**src/ccdr_pkg.sv**
```systemverilog
// holds the shared constants and route codes of the config cycle router
// assumes a 32-bit apb register window with byte addresses below 0x20
package ccdr_pkg;

	// ************************************************************
	// register map
	// ************************************************************
	localparam logic [7:0] CFG_ADDR_OFS = 8'h00; // config cycle address
	localparam logic [7:0] CFG_DATA_OFS = 8'h04; // data access, issues cycle
	localparam logic [7:0] SEC_BUS_OFS  = 8'h08; // secondary bus number
	localparam logic [7:0] SUB_BUS_OFS  = 8'h0C; // subordinate bus number
	localparam logic [7:0] STATUS_OFS   = 8'h10; // last route taken

	// ************************************************************
	// config address field layout
	// ************************************************************
	localparam int BUS_MSB  = 23; // bus number field
	localparam int BUS_LSB  = 16;
	localparam int DEV_MSB  = 15; // device number field
	localparam int DEV_LSB  = 11;
	localparam int FUNC_MSB = 10; // function number field
	localparam int FUNC_LSB = 8;
	localparam int REG_MSB  = 7;  // doubleword register number field
	localparam int REG_LSB  = 2;

	// ************************************************************
	// reset values and fixed numbers
	// ************************************************************
	localparam logic [31:0] CFG_ADDR_RST = 32'h0000_0000;
	localparam logic [7:0]  BUS_RST      = 8'h00;
	localparam logic [7:0]  BUS_ZERO     = 8'h00;  // the root bus
	localparam logic [4:0]  DEV_HOST     = 5'h00;  // host bridge device
	localparam logic [4:0]  DEV_PCIE     = 5'h01;  // pcie bridge device
	localparam logic [4:0]  DEV_LAST_INT = 5'h02;  // highest internal device
	localparam logic [2:0]  FUNC_LAST    = 3'h1;   // highest valid function
	localparam logic [31:0] CFG_ADDR_MASK = 32'h00FF_FFFC; // stored bits

	// ************************************************************
	// route codes, shown in the status register
	// ************************************************************
	typedef enum logic [2:0] {
		RT_NONE  = 3'b000, // nothing issued yet
		RT_INT   = 3'b001, // claimed by an internal function
		RT_IGN   = 3'b010, // internal target, bad function, dropped
		RT_LINK0 = 3'b011, // type 0 on the downstream chip link
		RT_LINK1 = 3'b100, // type 1 on the downstream chip link
		RT_PCIE0 = 3'b101, // type 0 request on the pcie port
		RT_PCIE1 = 3'b110  // type 1 request on the pcie port
	} ccdr_route_t;

endpackage

```
**src/ccdr_router.sv**
```systemverilog
// holds the config cycle decoder and router with its apb register window
// assumes an apb master on CLK_IN and far agents that accept one-cycle
// request pulses with registered header fields
//
// The address map and the APB register port are this design's own decisions.
`timescale 1ns/10ps

// Functional notes
// - link type 1 carries bus on A[23:16]
// - bus zero decodes device number for target
// - device 0 host bridge, 1 pcie bridge
// - bus 0, device 0-2 claimed internally
// - bus 0 other devices: link type 0
// - bus outside bridge range: link type 1
// - bus equals secondary: pcie type 0
// - bus above secondary to subordinate: pcie type 1
// - device on byte6[7:3] or A[15:11]
// - internal target with function above 1 ignored
// - function on byte6[2:0] or A[10:8]
// - register on byte7[7:2] or A[7:2]
module ccdr_router (
	// clock and reset
	input  wire logic        CLK_IN,
	input  wire logic        RESET_N_IN,
	// apb slave
	input  wire logic        PSEL_IN,
	input  wire logic        PENABLE_IN,
	input  wire logic        PWRITE_IN,
	input  wire logic [7:0]  PADDR_IN,
	input  wire logic [31:0] PWDATA_IN,
	output logic      [31:0] PRDATA_OUT,
	output logic             PREADY_OUT,
	output logic             PSLVERR_OUT,
	// common access attributes
	output logic             CFG_WR_OUT,
	output logic      [31:0] CFG_WDATA_OUT,
	// internal function select
	output logic             INT_SEL_OUT,
	output logic      [4:0]  INT_DEV_OUT,
	output logic      [2:0]  INT_FUNC_OUT,
	output logic      [5:0]  INT_REG_OUT,
	// downstream chip link request
	output logic             LINK_REQ_OUT,
	output logic             LINK_TYPE1_OUT,
	output logic      [23:0] LINK_ADDR_OUT,
	// pcie port request
	output logic             PCIE_REQ_OUT,
	output logic             PCIE_TYPE1_OUT,
	output logic      [7:0]  PCIE_BYTE6_OUT,
	output logic      [7:0]  PCIE_BYTE7_OUT,
	output logic      [7:0]  PCIE_BYTE8_OUT
);

	// ************************************************************
	// declarations
	// ************************************************************
	logic [31:0]          cfg_addr_q;  // stored config address bits
	logic [7:0]           sec_bus_q;   // bridge secondary bus
	logic [7:0]           sub_bus_q;   // bridge subordinate bus
	ccdr_pkg::ccdr_route_t route_q;    // last route taken
	ccdr_pkg::ccdr_route_t route_d;    // route of the current access
	logic                 access_w;    // apb access phase
	logic                 issue_w;     // data access issues a cycle
	logic                 mapped_w;    // address hits a register
	logic [7:0]           bus_w;       // decoded bus number
	logic [4:0]           dev_w;       // decoded device number
	logic [2:0]           func_w;      // decoded function number
	logic [5:0]           reg_w;       // decoded register number
	logic [31:0]          rdata_d;     // read mux

	// ************************************************************
	// apb handshake and field split
	// ************************************************************
	// zero wait states: every access phase completes at once
	assign PREADY_OUT = 1'b1;
	assign access_w   = PSEL_IN & PENABLE_IN;
	assign issue_w    = access_w & (PADDR_IN == ccdr_pkg::CFG_DATA_OFS);
	assign mapped_w   = (PADDR_IN == ccdr_pkg::CFG_ADDR_OFS) |
	                    (PADDR_IN == ccdr_pkg::CFG_DATA_OFS) |
	                    (PADDR_IN == ccdr_pkg::SEC_BUS_OFS)  |
	                    (PADDR_IN == ccdr_pkg::SUB_BUS_OFS)  |
	                    (PADDR_IN == ccdr_pkg::STATUS_OFS);
	assign PSLVERR_OUT = access_w & ~mapped_w;
	assign bus_w  = cfg_addr_q[ccdr_pkg::BUS_MSB:ccdr_pkg::BUS_LSB];
	assign dev_w  = cfg_addr_q[ccdr_pkg::DEV_MSB:ccdr_pkg::DEV_LSB];
	assign func_w = cfg_addr_q[ccdr_pkg::FUNC_MSB:ccdr_pkg::FUNC_LSB];
	assign reg_w  = cfg_addr_q[ccdr_pkg::REG_MSB:ccdr_pkg::REG_LSB];

	// ************************************************************
	// register writes
	// ************************************************************
	// config address keeps bits 23:2, the rest stays zero
	always_ff @(posedge CLK_IN or negedge RESET_N_IN) begin
		if (!RESET_N_IN) begin
			cfg_addr_q <= ccdr_pkg::CFG_ADDR_RST;
		end else if (access_w & PWRITE_IN &
		             (PADDR_IN == ccdr_pkg::CFG_ADDR_OFS)) begin
			cfg_addr_q <= PWDATA_IN & ccdr_pkg::CFG_ADDR_MASK;
		end
	end

	// bridge bus range, steering the route decode
	always_ff @(posedge CLK_IN or negedge RESET_N_IN) begin
		if (!RESET_N_IN) begin
			sec_bus_q <= ccdr_pkg::BUS_RST;
			sub_bus_q <= ccdr_pkg::BUS_RST;
		end else if (access_w & PWRITE_IN) begin
			if (PADDR_IN == ccdr_pkg::SEC_BUS_OFS) begin
				sec_bus_q <= PWDATA_IN[7:0];
			end
			if (PADDR_IN == ccdr_pkg::SUB_BUS_OFS) begin
				sub_bus_q <= PWDATA_IN[7:0];
			end
		end
	end

	// ************************************************************
	// read data
	// ************************************************************
	// read mux; the data port and holes read as zero
	always_comb begin
		rdata_d = 32'h0000_0000;
		case (PADDR_IN)
			ccdr_pkg::CFG_ADDR_OFS: begin
				rdata_d = cfg_addr_q;
			end
			ccdr_pkg::SEC_BUS_OFS: begin
				rdata_d = {24'h00_0000, sec_bus_q};
			end
			ccdr_pkg::SUB_BUS_OFS: begin
				rdata_d = {24'h00_0000, sub_bus_q};
			end
			ccdr_pkg::STATUS_OFS: begin
				rdata_d = {29'h0000_0000, route_q};
			end
			default: begin
				rdata_d = 32'h0000_0000;
			end
		endcase
	end

	// read data registered in the setup cycle, valid in the access phase
	always_ff @(posedge CLK_IN or negedge RESET_N_IN) begin
		if (!RESET_N_IN) begin
			PRDATA_OUT <= 32'h0000_0000;
		end else if (PSEL_IN & ~PENABLE_IN & ~PWRITE_IN) begin
			PRDATA_OUT <= rdata_d;
		end
	end

	// ************************************************************
	// route decode
	// ************************************************************
	// picks the target of the access from bus, device and bridge range
	always_comb begin
		route_d = ccdr_pkg::RT_NONE;
		if (bus_w == ccdr_pkg::BUS_ZERO) begin
			// device number picks the agent on the root bus
			if (dev_w <= ccdr_pkg::DEV_LAST_INT) begin
				// host bridge and pcie bridge live here
				if (func_w <= ccdr_pkg::FUNC_LAST) begin
					route_d = ccdr_pkg::RT_INT;
				end else begin
					route_d = ccdr_pkg::RT_IGN;
				end
			end else begin
				route_d = ccdr_pkg::RT_LINK0;
			end
		end else if (bus_w == sec_bus_q) begin
			route_d = ccdr_pkg::RT_PCIE0;
		end else if ((bus_w > sec_bus_q) && (bus_w <= sub_bus_q)) begin
			route_d = ccdr_pkg::RT_PCIE1;
		end else begin
			route_d = ccdr_pkg::RT_LINK1;
		end
	end

	// last route taken, updated at each data access
	always_ff @(posedge CLK_IN or negedge RESET_N_IN) begin
		if (!RESET_N_IN) begin
			route_q <= ccdr_pkg::RT_NONE;
		end else if (issue_w) begin
			route_q <= route_d;
		end
	end

	// ************************************************************
	// request pulses
	// ************************************************************
	// one-cycle strobes toward the selected target
	always_ff @(posedge CLK_IN or negedge RESET_N_IN) begin
		if (!RESET_N_IN) begin
			INT_SEL_OUT  <= 1'b0;
			LINK_REQ_OUT <= 1'b0;
			PCIE_REQ_OUT <= 1'b0;
		end else begin
			INT_SEL_OUT  <= issue_w & (route_d == ccdr_pkg::RT_INT);
			LINK_REQ_OUT <= issue_w & ((route_d == ccdr_pkg::RT_LINK0) |
			                           (route_d == ccdr_pkg::RT_LINK1));
			PCIE_REQ_OUT <= issue_w & ((route_d == ccdr_pkg::RT_PCIE0) |
			                           (route_d == ccdr_pkg::RT_PCIE1));
		end
	end

	// ************************************************************
	// request fields
	// ************************************************************
	// header and address fields, held until the next data access
	always_ff @(posedge CLK_IN or negedge RESET_N_IN) begin
		if (!RESET_N_IN) begin
			CFG_WR_OUT     <= 1'b0;
			CFG_WDATA_OUT  <= 32'h0000_0000;
			INT_DEV_OUT    <= 5'h00;
			INT_FUNC_OUT   <= 3'h0;
			INT_REG_OUT    <= 6'h00;
			LINK_TYPE1_OUT <= 1'b0;
			LINK_ADDR_OUT  <= 24'h00_0000;
			PCIE_TYPE1_OUT <= 1'b0;
			PCIE_BYTE6_OUT <= 8'h00;
			PCIE_BYTE7_OUT <= 8'h00;
			PCIE_BYTE8_OUT <= 8'h00;
		end else if (issue_w) begin
			CFG_WR_OUT     <= PWRITE_IN;
			CFG_WDATA_OUT  <= PWDATA_IN;
			INT_DEV_OUT    <= dev_w;
			INT_FUNC_OUT   <= func_w;
			INT_REG_OUT    <= reg_w;
			LINK_TYPE1_OUT <= (route_d == ccdr_pkg::RT_LINK1);
			// bus only on type 1 cycles, zero on type 0
			LINK_ADDR_OUT[23:16] <= (route_d == ccdr_pkg::RT_LINK1) ?
			                        bus_w : 8'h00;
			LINK_ADDR_OUT[15:11] <= dev_w;
			LINK_ADDR_OUT[10:8]  <= func_w;
			LINK_ADDR_OUT[7:2]   <= reg_w;
			LINK_ADDR_OUT[1:0]   <= 2'h0;
			PCIE_TYPE1_OUT <= (route_d == ccdr_pkg::RT_PCIE1);
			PCIE_BYTE6_OUT <= {dev_w, func_w};
			PCIE_BYTE7_OUT <= {reg_w, 2'h0};
			PCIE_BYTE8_OUT <= bus_w;
		end
	end
endmodule

```
**config.mk**
```make
export PLATFORM = sky130hd
export DESIGN_NAME = ccdr_router
export DESIGN_NICKNAME = d
export VERILOG_FILES = /design/src/ccdr_pkg.sv /design/src/ccdr_router.sv
export SDC_FILE = /design/constraint.sdc
export NUM_CORES = 1
export LEC_CHECK = 0
export BUFFER_PORTS_ARGS = -buffer_cell sky130_fd_sc_hd__buf_2
export CAP_MARGIN = 20
export CORE_ASPECT_RATIO = 1.1
export CORE_MARGIN = 2
export CORE_UTILIZATION = 55
export DETAILED_ROUTE_END_ITERATION = 16
export MAX_ROUTING_LAYER = met4
export PLACE_DENSITY = 0.85
export SYNTH_ARGS = -nofsm -noshare
export SYNTH_HDL_FRONTEND = slang
export SYNTH_SLANG_ARGS = --single-unit
```
**constraint.sdc**
```tcl
create_clock -name CLK_IN -period 4.7 [get_ports CLK_IN]
set_clock_uncertainty 0.15 [all_clocks]
set_input_delay 0.705 -clock CLK_IN [delete_from_list [all_inputs] [get_ports CLK_IN]]
set_output_delay 0.705 -clock CLK_IN [all_outputs]
set_load 0.02 [all_outputs]
```
**Word level (Yosys, flattened, before mapping)**

Index checks and enable logic that the tools add are counted.

- Bits in registers: 163
- Input port bits: 45
- Output and inout port bits: 134
- Word-level logic and storage cells: 63

- Magnitude comparators: 4
- Equal/unequal tests: 10
- Muxes and demuxes: 7
- Bitwise logic cells: 19
- Reduce and logical (&&, ||, !) cells: 5

Operators with widths:

| cell | number |
|---|---|
| $pmux W24 S4 | 1 |
| $eq A8 B4 Y1 const B | 2 |
| $logic_not A8 Y1 | 2 |
| $and A1 B1 Y1 | 10 |
| $eq A3 B3 Y1 const B | 3 |
| $eq A8 B3 Y1 const B | 1 |
| $eq A8 B5 Y1 const B | 1 |
| $eq A8 B8 Y1 | 1 |
| $gt A8 B8 Y1 | 1 |
| $le A8 B8 Y1 | 1 |
| $mux W8 | 1 |
| $mux W2 | 3 |
| $mux W3 | 2 |
| $or A1 B1 Y1 | 6 |
| $le A5 B2 Y1 const B | 1 |
| $reduce_and A2 Y1 | 2 |
| $eq A3 B1 Y1 const B | 1 |
| $eq A3 B2 Y1 const B | 1 |
| $le A3 B1 Y1 const B | 1 |
| $not A1 Y1 | 3 |
| $logic_and A1 B1 Y1 | 1 |

**Depth between registers and ports, before layout**

Gate-level depths: netlist of the first run.

- Depth after elaboration: 8
- Gate-level depth with buffers: 8
- Gate-level depth less buffers: 8

**Least setup slack after synthesis of the first run**

OpenSTA, ideal clock, no wires.

- Path type: input port to output port
- Start point: in PADDR_IN[2]
- End point: out PSLVERR_OUT
- Arrival: 1418 ps
- Required time: 3845 ps
- Slack: 2427 ps
- Stages on the path: 4
- Path buffers: 1
- Path through: buf_2 nor2_2 nor2b_1 o21a_1

- Cells in the longest elaborated chain, start to end: 7
- Elaborated cells between the ends (all ways): 11
- Classes of those cells: 4 x eq/ne; 6 x bitwise; 1 x reduce/logical

RTL lines:

| what | line | RTL |
|---|---|---|
| start, declared | ccdr_router.sv:29 | `input wire logic [7:0] PADDR_IN,` |
| $eq A8 B3 Y1 / $logic_not A8 Y1 (equally long branches) | ccdr_router.sv:79, ccdr_router.sv:78 |  |
| $or A1 B1 Y1 | ccdr_router.sv:78 | `assign mapped_w = (PADDR_IN == ccdr_pkg::CFG_ADDR_OFS) \|` |
| $or A1 B1 Y1 | ccdr_router.sv:79 | `(PADDR_IN == ccdr_pkg::CFG_DATA_OFS) \|` |
| $or A1 B1 Y1 | ccdr_router.sv:80 | `(PADDR_IN == ccdr_pkg::SEC_BUS_OFS) \|` |
| $or A1 B1 Y1 (*) | ccdr_router.sv:81 | `(PADDR_IN == ccdr_pkg::SUB_BUS_OFS) \|` |
| $not A1 Y1 (*) | ccdr_router.sv:83 | `assign PSLVERR_OUT = access_w & ~mapped_w;` |
| $and A1 B1 Y1 (*) | ccdr_router.sv:83 |  |
| end, declared | ccdr_router.sv:33 | `output logic PSLVERR_OUT,` |

Every way passes the cells marked *; elsewhere a longest branch is shown, timed or not.

**Worst setup path in the final report of the first run**

- Start point: in PENABLE_IN
- End point: reg PRDATA_OUT[13]

- Cells in the longest elaborated chain, start to end: 3

RTL lines:

| what | line | RTL |
|---|---|---|
| start, declared | ccdr_router.sv:27 | `input wire logic PENABLE_IN,` |
| $not A1 Y1 | ccdr_router.sv:146 | `end else if (PSEL_IN & ~PENABLE_IN & ~PWRITE_IN) begin` |
| $and A1 B1 Y1 (2 in a row) | ccdr_router.sv:146 |  |
| end signal, assigned | ccdr_router.sv:147 | `PRDATA_OUT <= rdata_d;` |
| end, declared | ccdr_router.sv:31 | `output logic [31:0] PRDATA_OUT,` |

No other way between the ends.
A chain may end at the register's enable or synchronous reset.

==> impl_metrics.toml, run 1 <==
[route]
wire_per_inst_um = 16.46
drt-vias-per-instance = 5.282
ant_nets = 0
first_iter_violations = 276
drtPass1Iterations = 4
route.detailed.drc = 0
routed_wl_um = 14220
dr_total_vias = 4564

[timing]
slew_viol_final = 0
setup_violations = 0
hold_violations = 0
whs_ns = 0.2565
finalCriticalPeriod_ns = 2.736
tightestPinTransition_ns = 1.080
max_freq_mhz = 365.6
max_slew_margin = 0.2799
setup_tns_ns = 0
grt_setup_unrepaired = "false"
period_share = 0.5820

[yosys]
syn-cell-area_um2 = 5936
synthArstFlopShare = 1.000
synthFlopType = "dfrtp_1"
syn-instance-count = 573
ys_seq_area_frac = 0.5607
avgSynthCellArea_um2 = 10.36
synth_top_area_share = 0.5607
synth_area_leaders = "dfrtp_1 (56%), nand2_1 (12%), mux2_2 (7.4%)"
ys.warnings.count = 0
synth.distinct_cells = 41
yosysTopAreaCell = "dfrtp_1"
synth-seq-cells = 133
synth_edf_count = 0

[run_status]
status = "finished, final reports clean"

[clock_tree]
cts_buffers = 17
clk_latency_ns = 0.41
post_cts_resize_count = 0
cts-root-buf = "clkbuf_16"
cts_hold_buf = 0
htree_levels = 4
cts_setup_buffers = 0
clk_pin_slew_ns = 0.05
clock_path_buffers = 2
clock_sinks = 133
cts_tree = "done"

[floorplanning]
die_area_um2 = 11640
io_pins = 179
fp.coreArea_um2 = 10440
die_h_um = 113.0
rows = 39
dieWidth_um = 103.1
start_util = 0.5684

[power]
p_leak_uw = 0.004199
cellPowerDensity_nw_per_um2 = 370.8
vdd_drop_max_uv = 208.3

[worst_setup_path]
cp_max_fo = 26
startpoint_type = "input port"
worstSetupPathType = "in -> reg"
crit_arrival_ns = 2.93
worstPathRequired_ns = 4.89
cp-end-kind = "flip-flop"

[layout]
nets = 769
areaGrowthSynthToFinish_pct = 21.90
utilization = 0.6929
final_cell_mix = "nand2_1 (191), buf_2 (164), dfrtp_1 (133)"
final_common_cell = "nand2_1"
drive_gt1_frac = 0.3523
antennaDiodeCount = 0

[global_routing]
grt_overflow = 0
antenna_found_initial = 0
grt_pass1_vias = 4337
grt_first_pass_wirelength_um = 21970
grt_use_total = 0.2559
grt_max_degree = 102

[placed_design]
dp_hpwl_um = 9609
portBuffers = 165
gp_congestion = 0.8739

[worst_hold_path]
hold_class = "in -> async"

[flow_run]
cap_violations = 0
[synth_stat cells, types with 8 or more instances]
master,instances
clkbuf_1,11
a22o_2,10
buf_4,41
a22o_1,16
a21oi_1,11
buf_2,8
nor2_1,10
inv_1,15
o21ai_0,15
dfrtp_1,133
ha_1,16
nand2_1,191
mux2_2,39
[layout make-up]
cell class / count / area, µm²
fill: 832 / 3207
multi-input combinational: 372 / 2180
sequential: 133 / 3328
tap: 143 / 178.9
inverter: 15 / 56.30
timing repair buffer: 169 / 869.6
clock inverter: 7 / 117.6
clock buffer: 25 / 505.5
[cells by family after synthesis]
family / Yosys count / share of synthesized area
multiplexers: 42 / 0.07905
AND/OR/NAND/NOR: 233 / 0.1642
adder cells (fa/ha/maj): 16 / 0.03373
other: 2 / 0.001265
flip-flops: 133 / 0.5607
buffers and inverters: 79 / 0.08010
AO/OA/AOI/OAI: 68 / 0.08094
[metrics by stage]
stage	instances	setup slack [ns]	power [µW]	area, µm²
after global placement	831	1.674	1323	6598
after detailed placement	831	1.571	1328	6598
after CTS	863	1.988	2696	7221
after global routing	864	1.843	2759	7236
final	864	1.965	2683	7236
after floorplan	584	2.427	1265	5977
[per-layer routing]
metal  GRT usage  part of all wire  vias to the layer above
met5           -                 0                        -
met4     0.09561             0.017                        0
met3     0.05127             0.053                       25
met2      0.3874              0.49                      162
met1      0.3441              0.44                     2247
li1            -                 -                     2130
[path summary, 6_finish.rpt]
path,from,endpoint,slack (ns),cells past startpoint
max,PENABLE_IN,PRDATA_OUT[13]$_DFFE_PN0P_,1.96,4
min,RESET_N_IN,PCIE_BYTE8_OUT[2]$_DFFE_PN0P_,0.26,1
max reg2reg,cfg_addr_q[23]$_DFFE_PN0P_,LINK_ADDR_OUT[21]$_DFFE_PN0P_,2.39,7
min reg2reg,CFG_WDATA_OUT[24]$_DFFE_PN0P_,CFG_WDATA_OUT[24]$_DFFE_PN0P_,0.32,2
max in group asynchronous,RESET_N_IN,cfg_addr_q[2]$_DFFE_PN0P_,3.14,2
min in group CLK_IN,CFG_WDATA_OUT[24]$_DFFE_PN0P_,CFG_WDATA_OUT[24]$_DFFE_PN0P_,0.32,2
[worst max-delay path: stages]
cell	delay, ns
buf_2	0.11
or3b_1	0.81
nor4b_4	1.01
a22o_2	0.28
[registers in the layout, summed over array words and instances (netlist names), 2 cells and up]
| signal | cells |
|---|---|
| sub_bus_q | 8 |
| PCIE_BYTE7_OUT | 5 |
| LINK_ADDR_OUT | 10 |
| CFG_WDATA_OUT | 32 |
| route_q | 3 |
| sec_bus_q | 8 |
| INT_DEV_OUT | 4 |
| PCIE_BYTE8_OUT | 8 |
| INT_FUNC_OUT | 2 |
| cfg_addr_q | 22 |
| PRDATA_OUT | 24 |
[report_power, final]
| part | internal, µW | switching [µW] |
|---|---|---|
| Sequential | 1160 | 10.5 |
| Combinational | 44.8 | 93.5 |
| Clock | 904 | 470 |
| Total | 2110 | 574 |
(Power assumes the default switching activity.)
==> run 2, diff against run 1 <==
- CORE_UTILIZATION: 55 -> 47
- PLACE_DENSITY: 0.85 -> 0.77
- clock period: 4.7 -> 2.2 ns (I/O delays scaled with it)
==> impl_metrics.toml, run 2 (synthesized netlist as in run 1, its figures left out) <==
[run_status]
status = "finished, final reports clean"

[layout]
nets = 821
areaGrowthSynthToFinish_pct = 31.34
drive_gt1_frac = 0.3855
top_register = "CFG_WDATA_OUT"
ff_latch_area_um2 = 3332
final_common_cell = "nand2_1"
top_regs = "CFG_WDATA_OUT x32, PRDATA_OUT x24, cfg_addr_q x22"
final_cell_count_no_fill = 930
antennaDiodeCount = 0
final_cell_mix = "nand2_1 (190), buf_2 (164), dfrtp_1 (130)"
multi_input_area_um2 = 2250
largest_reg_flops = 32
n_fill_cell = 1024

[worst_setup_path]
cp-end-kind = "flip-flop"
worstSetupPathType = "reg -> reg"
slowest_stage = "dfrtp_2"
cp_slowest_stage_delay_ns = 0.44
worstPathRequired_ns = 2.39
startpoint_type = "flip-flop"
crit_arrival_ns = 2.37
crit_chain = "ha_4, nor2b_1, o211ai_1, a21o_1, a211o_1, or3b_4, a21oi_2"
cp_max_fo = 3

[timing]
max_freq_mhz = 458.3
fin_ws_ns = 0.01787
setup_violations = 0
max_slew_margin = 0.6368
hold_violations = 0
slew_viol_final = 0
grt_setup_unrepaired = "true"
finalCriticalPeriod_ns = 2.182
period_share = 0.9919
tightestPinTransition_ns = 0.5310

[route]
route.detailed.drc = 0
drtPass1Iterations = 4
wire_per_inst_um = 16.39
ant_nets = 0
dr_total_vias = 4691
routed_wl_um = 15250
drt-vias-per-instance = 5.044
first_iter_violations = 211

[floorplanning]
fp.coreArea_um2 = 12480
rows = 43
start_util = 0.4755
die_area_um2 = 13550
die_h_um = 121.9
dieWidth_um = 111.2
io_pins = 179

[clock_tree]
cts-root-buf = "clkbuf_16"
cts_buffers = 17
clk_latency_ns = 0.41
cts_tree = "done"
clock_path_buffers = 2
htree_levels = 4
clk_pin_slew_ns = 0.06
clock_sinks = 133

[global_routing]
grt_overflow = 0
grt_max_degree = 51
grt_first_pass_wirelength_um = 24180
grt_use_total = 0.2334
grt_pass1_vias = 4693
antenna_found_initial = 0

[placed_design]
gp_congestion = 0.8639
dp_hpwl_um = 10590
dp_cells = 868
pre_cts_ws_ns = 0.03838
portBuffers = 165

[power]
vdd_drop_max_uv = 509.9
p_leak_uw = 0.004466
cellPowerDensity_nw_per_um2 = 750.3

[worst_hold_path]
hold_class = "in -> reg"

[flow_run]
cap_violations = 0
## run 2: cell count changes in the layout (fill, tap and decap cells not counted), moves of 4 or more
cell,delta
clkbuf_8,-4
dlygate4sd3_1,+24
buf_4,+27
o21ai_0,-4
## run 2: final cells by class
class	instances	share of cell area
Sequential cell	133	0.4274
Tap cell	157	0.02520
Clock buffer	19	0.05681
Multi-Input combinational cell	372	0.2886
Inverter	15	0.007222
Clock inverter	13	0.02327
Timing Repair Buffer	221	0.1716
## run 2: report_power, final
group | switching, µW | internal [µW] | total [µW] | leakage (µW)
clock | 1050 | 1920 | 2970 | 0.000291
sequential | 19.6 | 2480 | 2500 | 0.00185
combinational | 229 | 152 | 381 | 0.00233
## run 2: routing by layer
metal | track usage | wire [µm] | vias to the layer above | share of wire
met2 | 0.3708 | 7507 | 133 | 0.49
met5 | - | 0 | - | 0
met3 | 0.04030 | 640 | 26 | 0.042
li1 | - | - | 2225 | -
met4 | 0.08333 | 338 | 0 | 0.022
met1 | 0.3071 | 6759 | 2307 | 0.44
## run 2: repair_timing
action | 4_1_cts | 5_1_grt
hold endpoints to repair | 69 | 0
endpoints found under the setup margin | 0 | 11
hold buffers | 24 | 0
buffers inserted | 0 | 6
gates resized for setup | 0 | 19
## run 2: through the flow
step                hold slack (ns)  instance area (µm²)  power, µW  setup TNS [ns]  utilization
finish                     0.004852                 7796       5849               0       0.6246
CTS                      0.00008521                 7677       5867               0       0.6151
global route                0.01868                 7796       6050         -0.1619       0.6246
detailed placement           0.1549                 6813       2857               0       0.5458
floorplan                   -0.1156                 5977       2703               0            -
global placement             0.1498                 6813       2850               0       0.5458
## run 2: final timing paths
check,start,to,slack [ns],cells past startpoint
setup reg to reg,cfg_addr_q[17]$_DFFE_PN0P_,route_q[1]$_DFFE_PN0P_,0.02,7
setup / recovery,cfg_addr_q[17]$_DFFE_PN0P_,route_q[1]$_DFFE_PN0P_,0.02,7
hold reg to reg,CFG_WDATA_OUT[7]$_DFFE_PN0P_,CFG_WDATA_OUT[7]$_DFFE_PN0P_,0.32,2
min in group asynchronous,RESET_N_IN,CFG_WDATA_OUT[30]$_DFFE_PN0P_,0.29,2
hold / removal,PWDATA_IN[19],CFG_WDATA_OUT[19]$_DFFE_PN0P_,0.005,3
max in group asynchronous,RESET_N_IN,cfg_addr_q[17]$_DFFE_PN0P_,0.98,3
## run 2: critical path, delay by kind of cell (launching register included)
family | cells | cell delay (ns)
adder cells (fa/ha/maj) | 1 | 0.28
AND/OR/NAND/NOR | 2 | 0.53
flip-flops | 1 | 0.44
AO/OA/AOI/OAI | 4 | 0.72
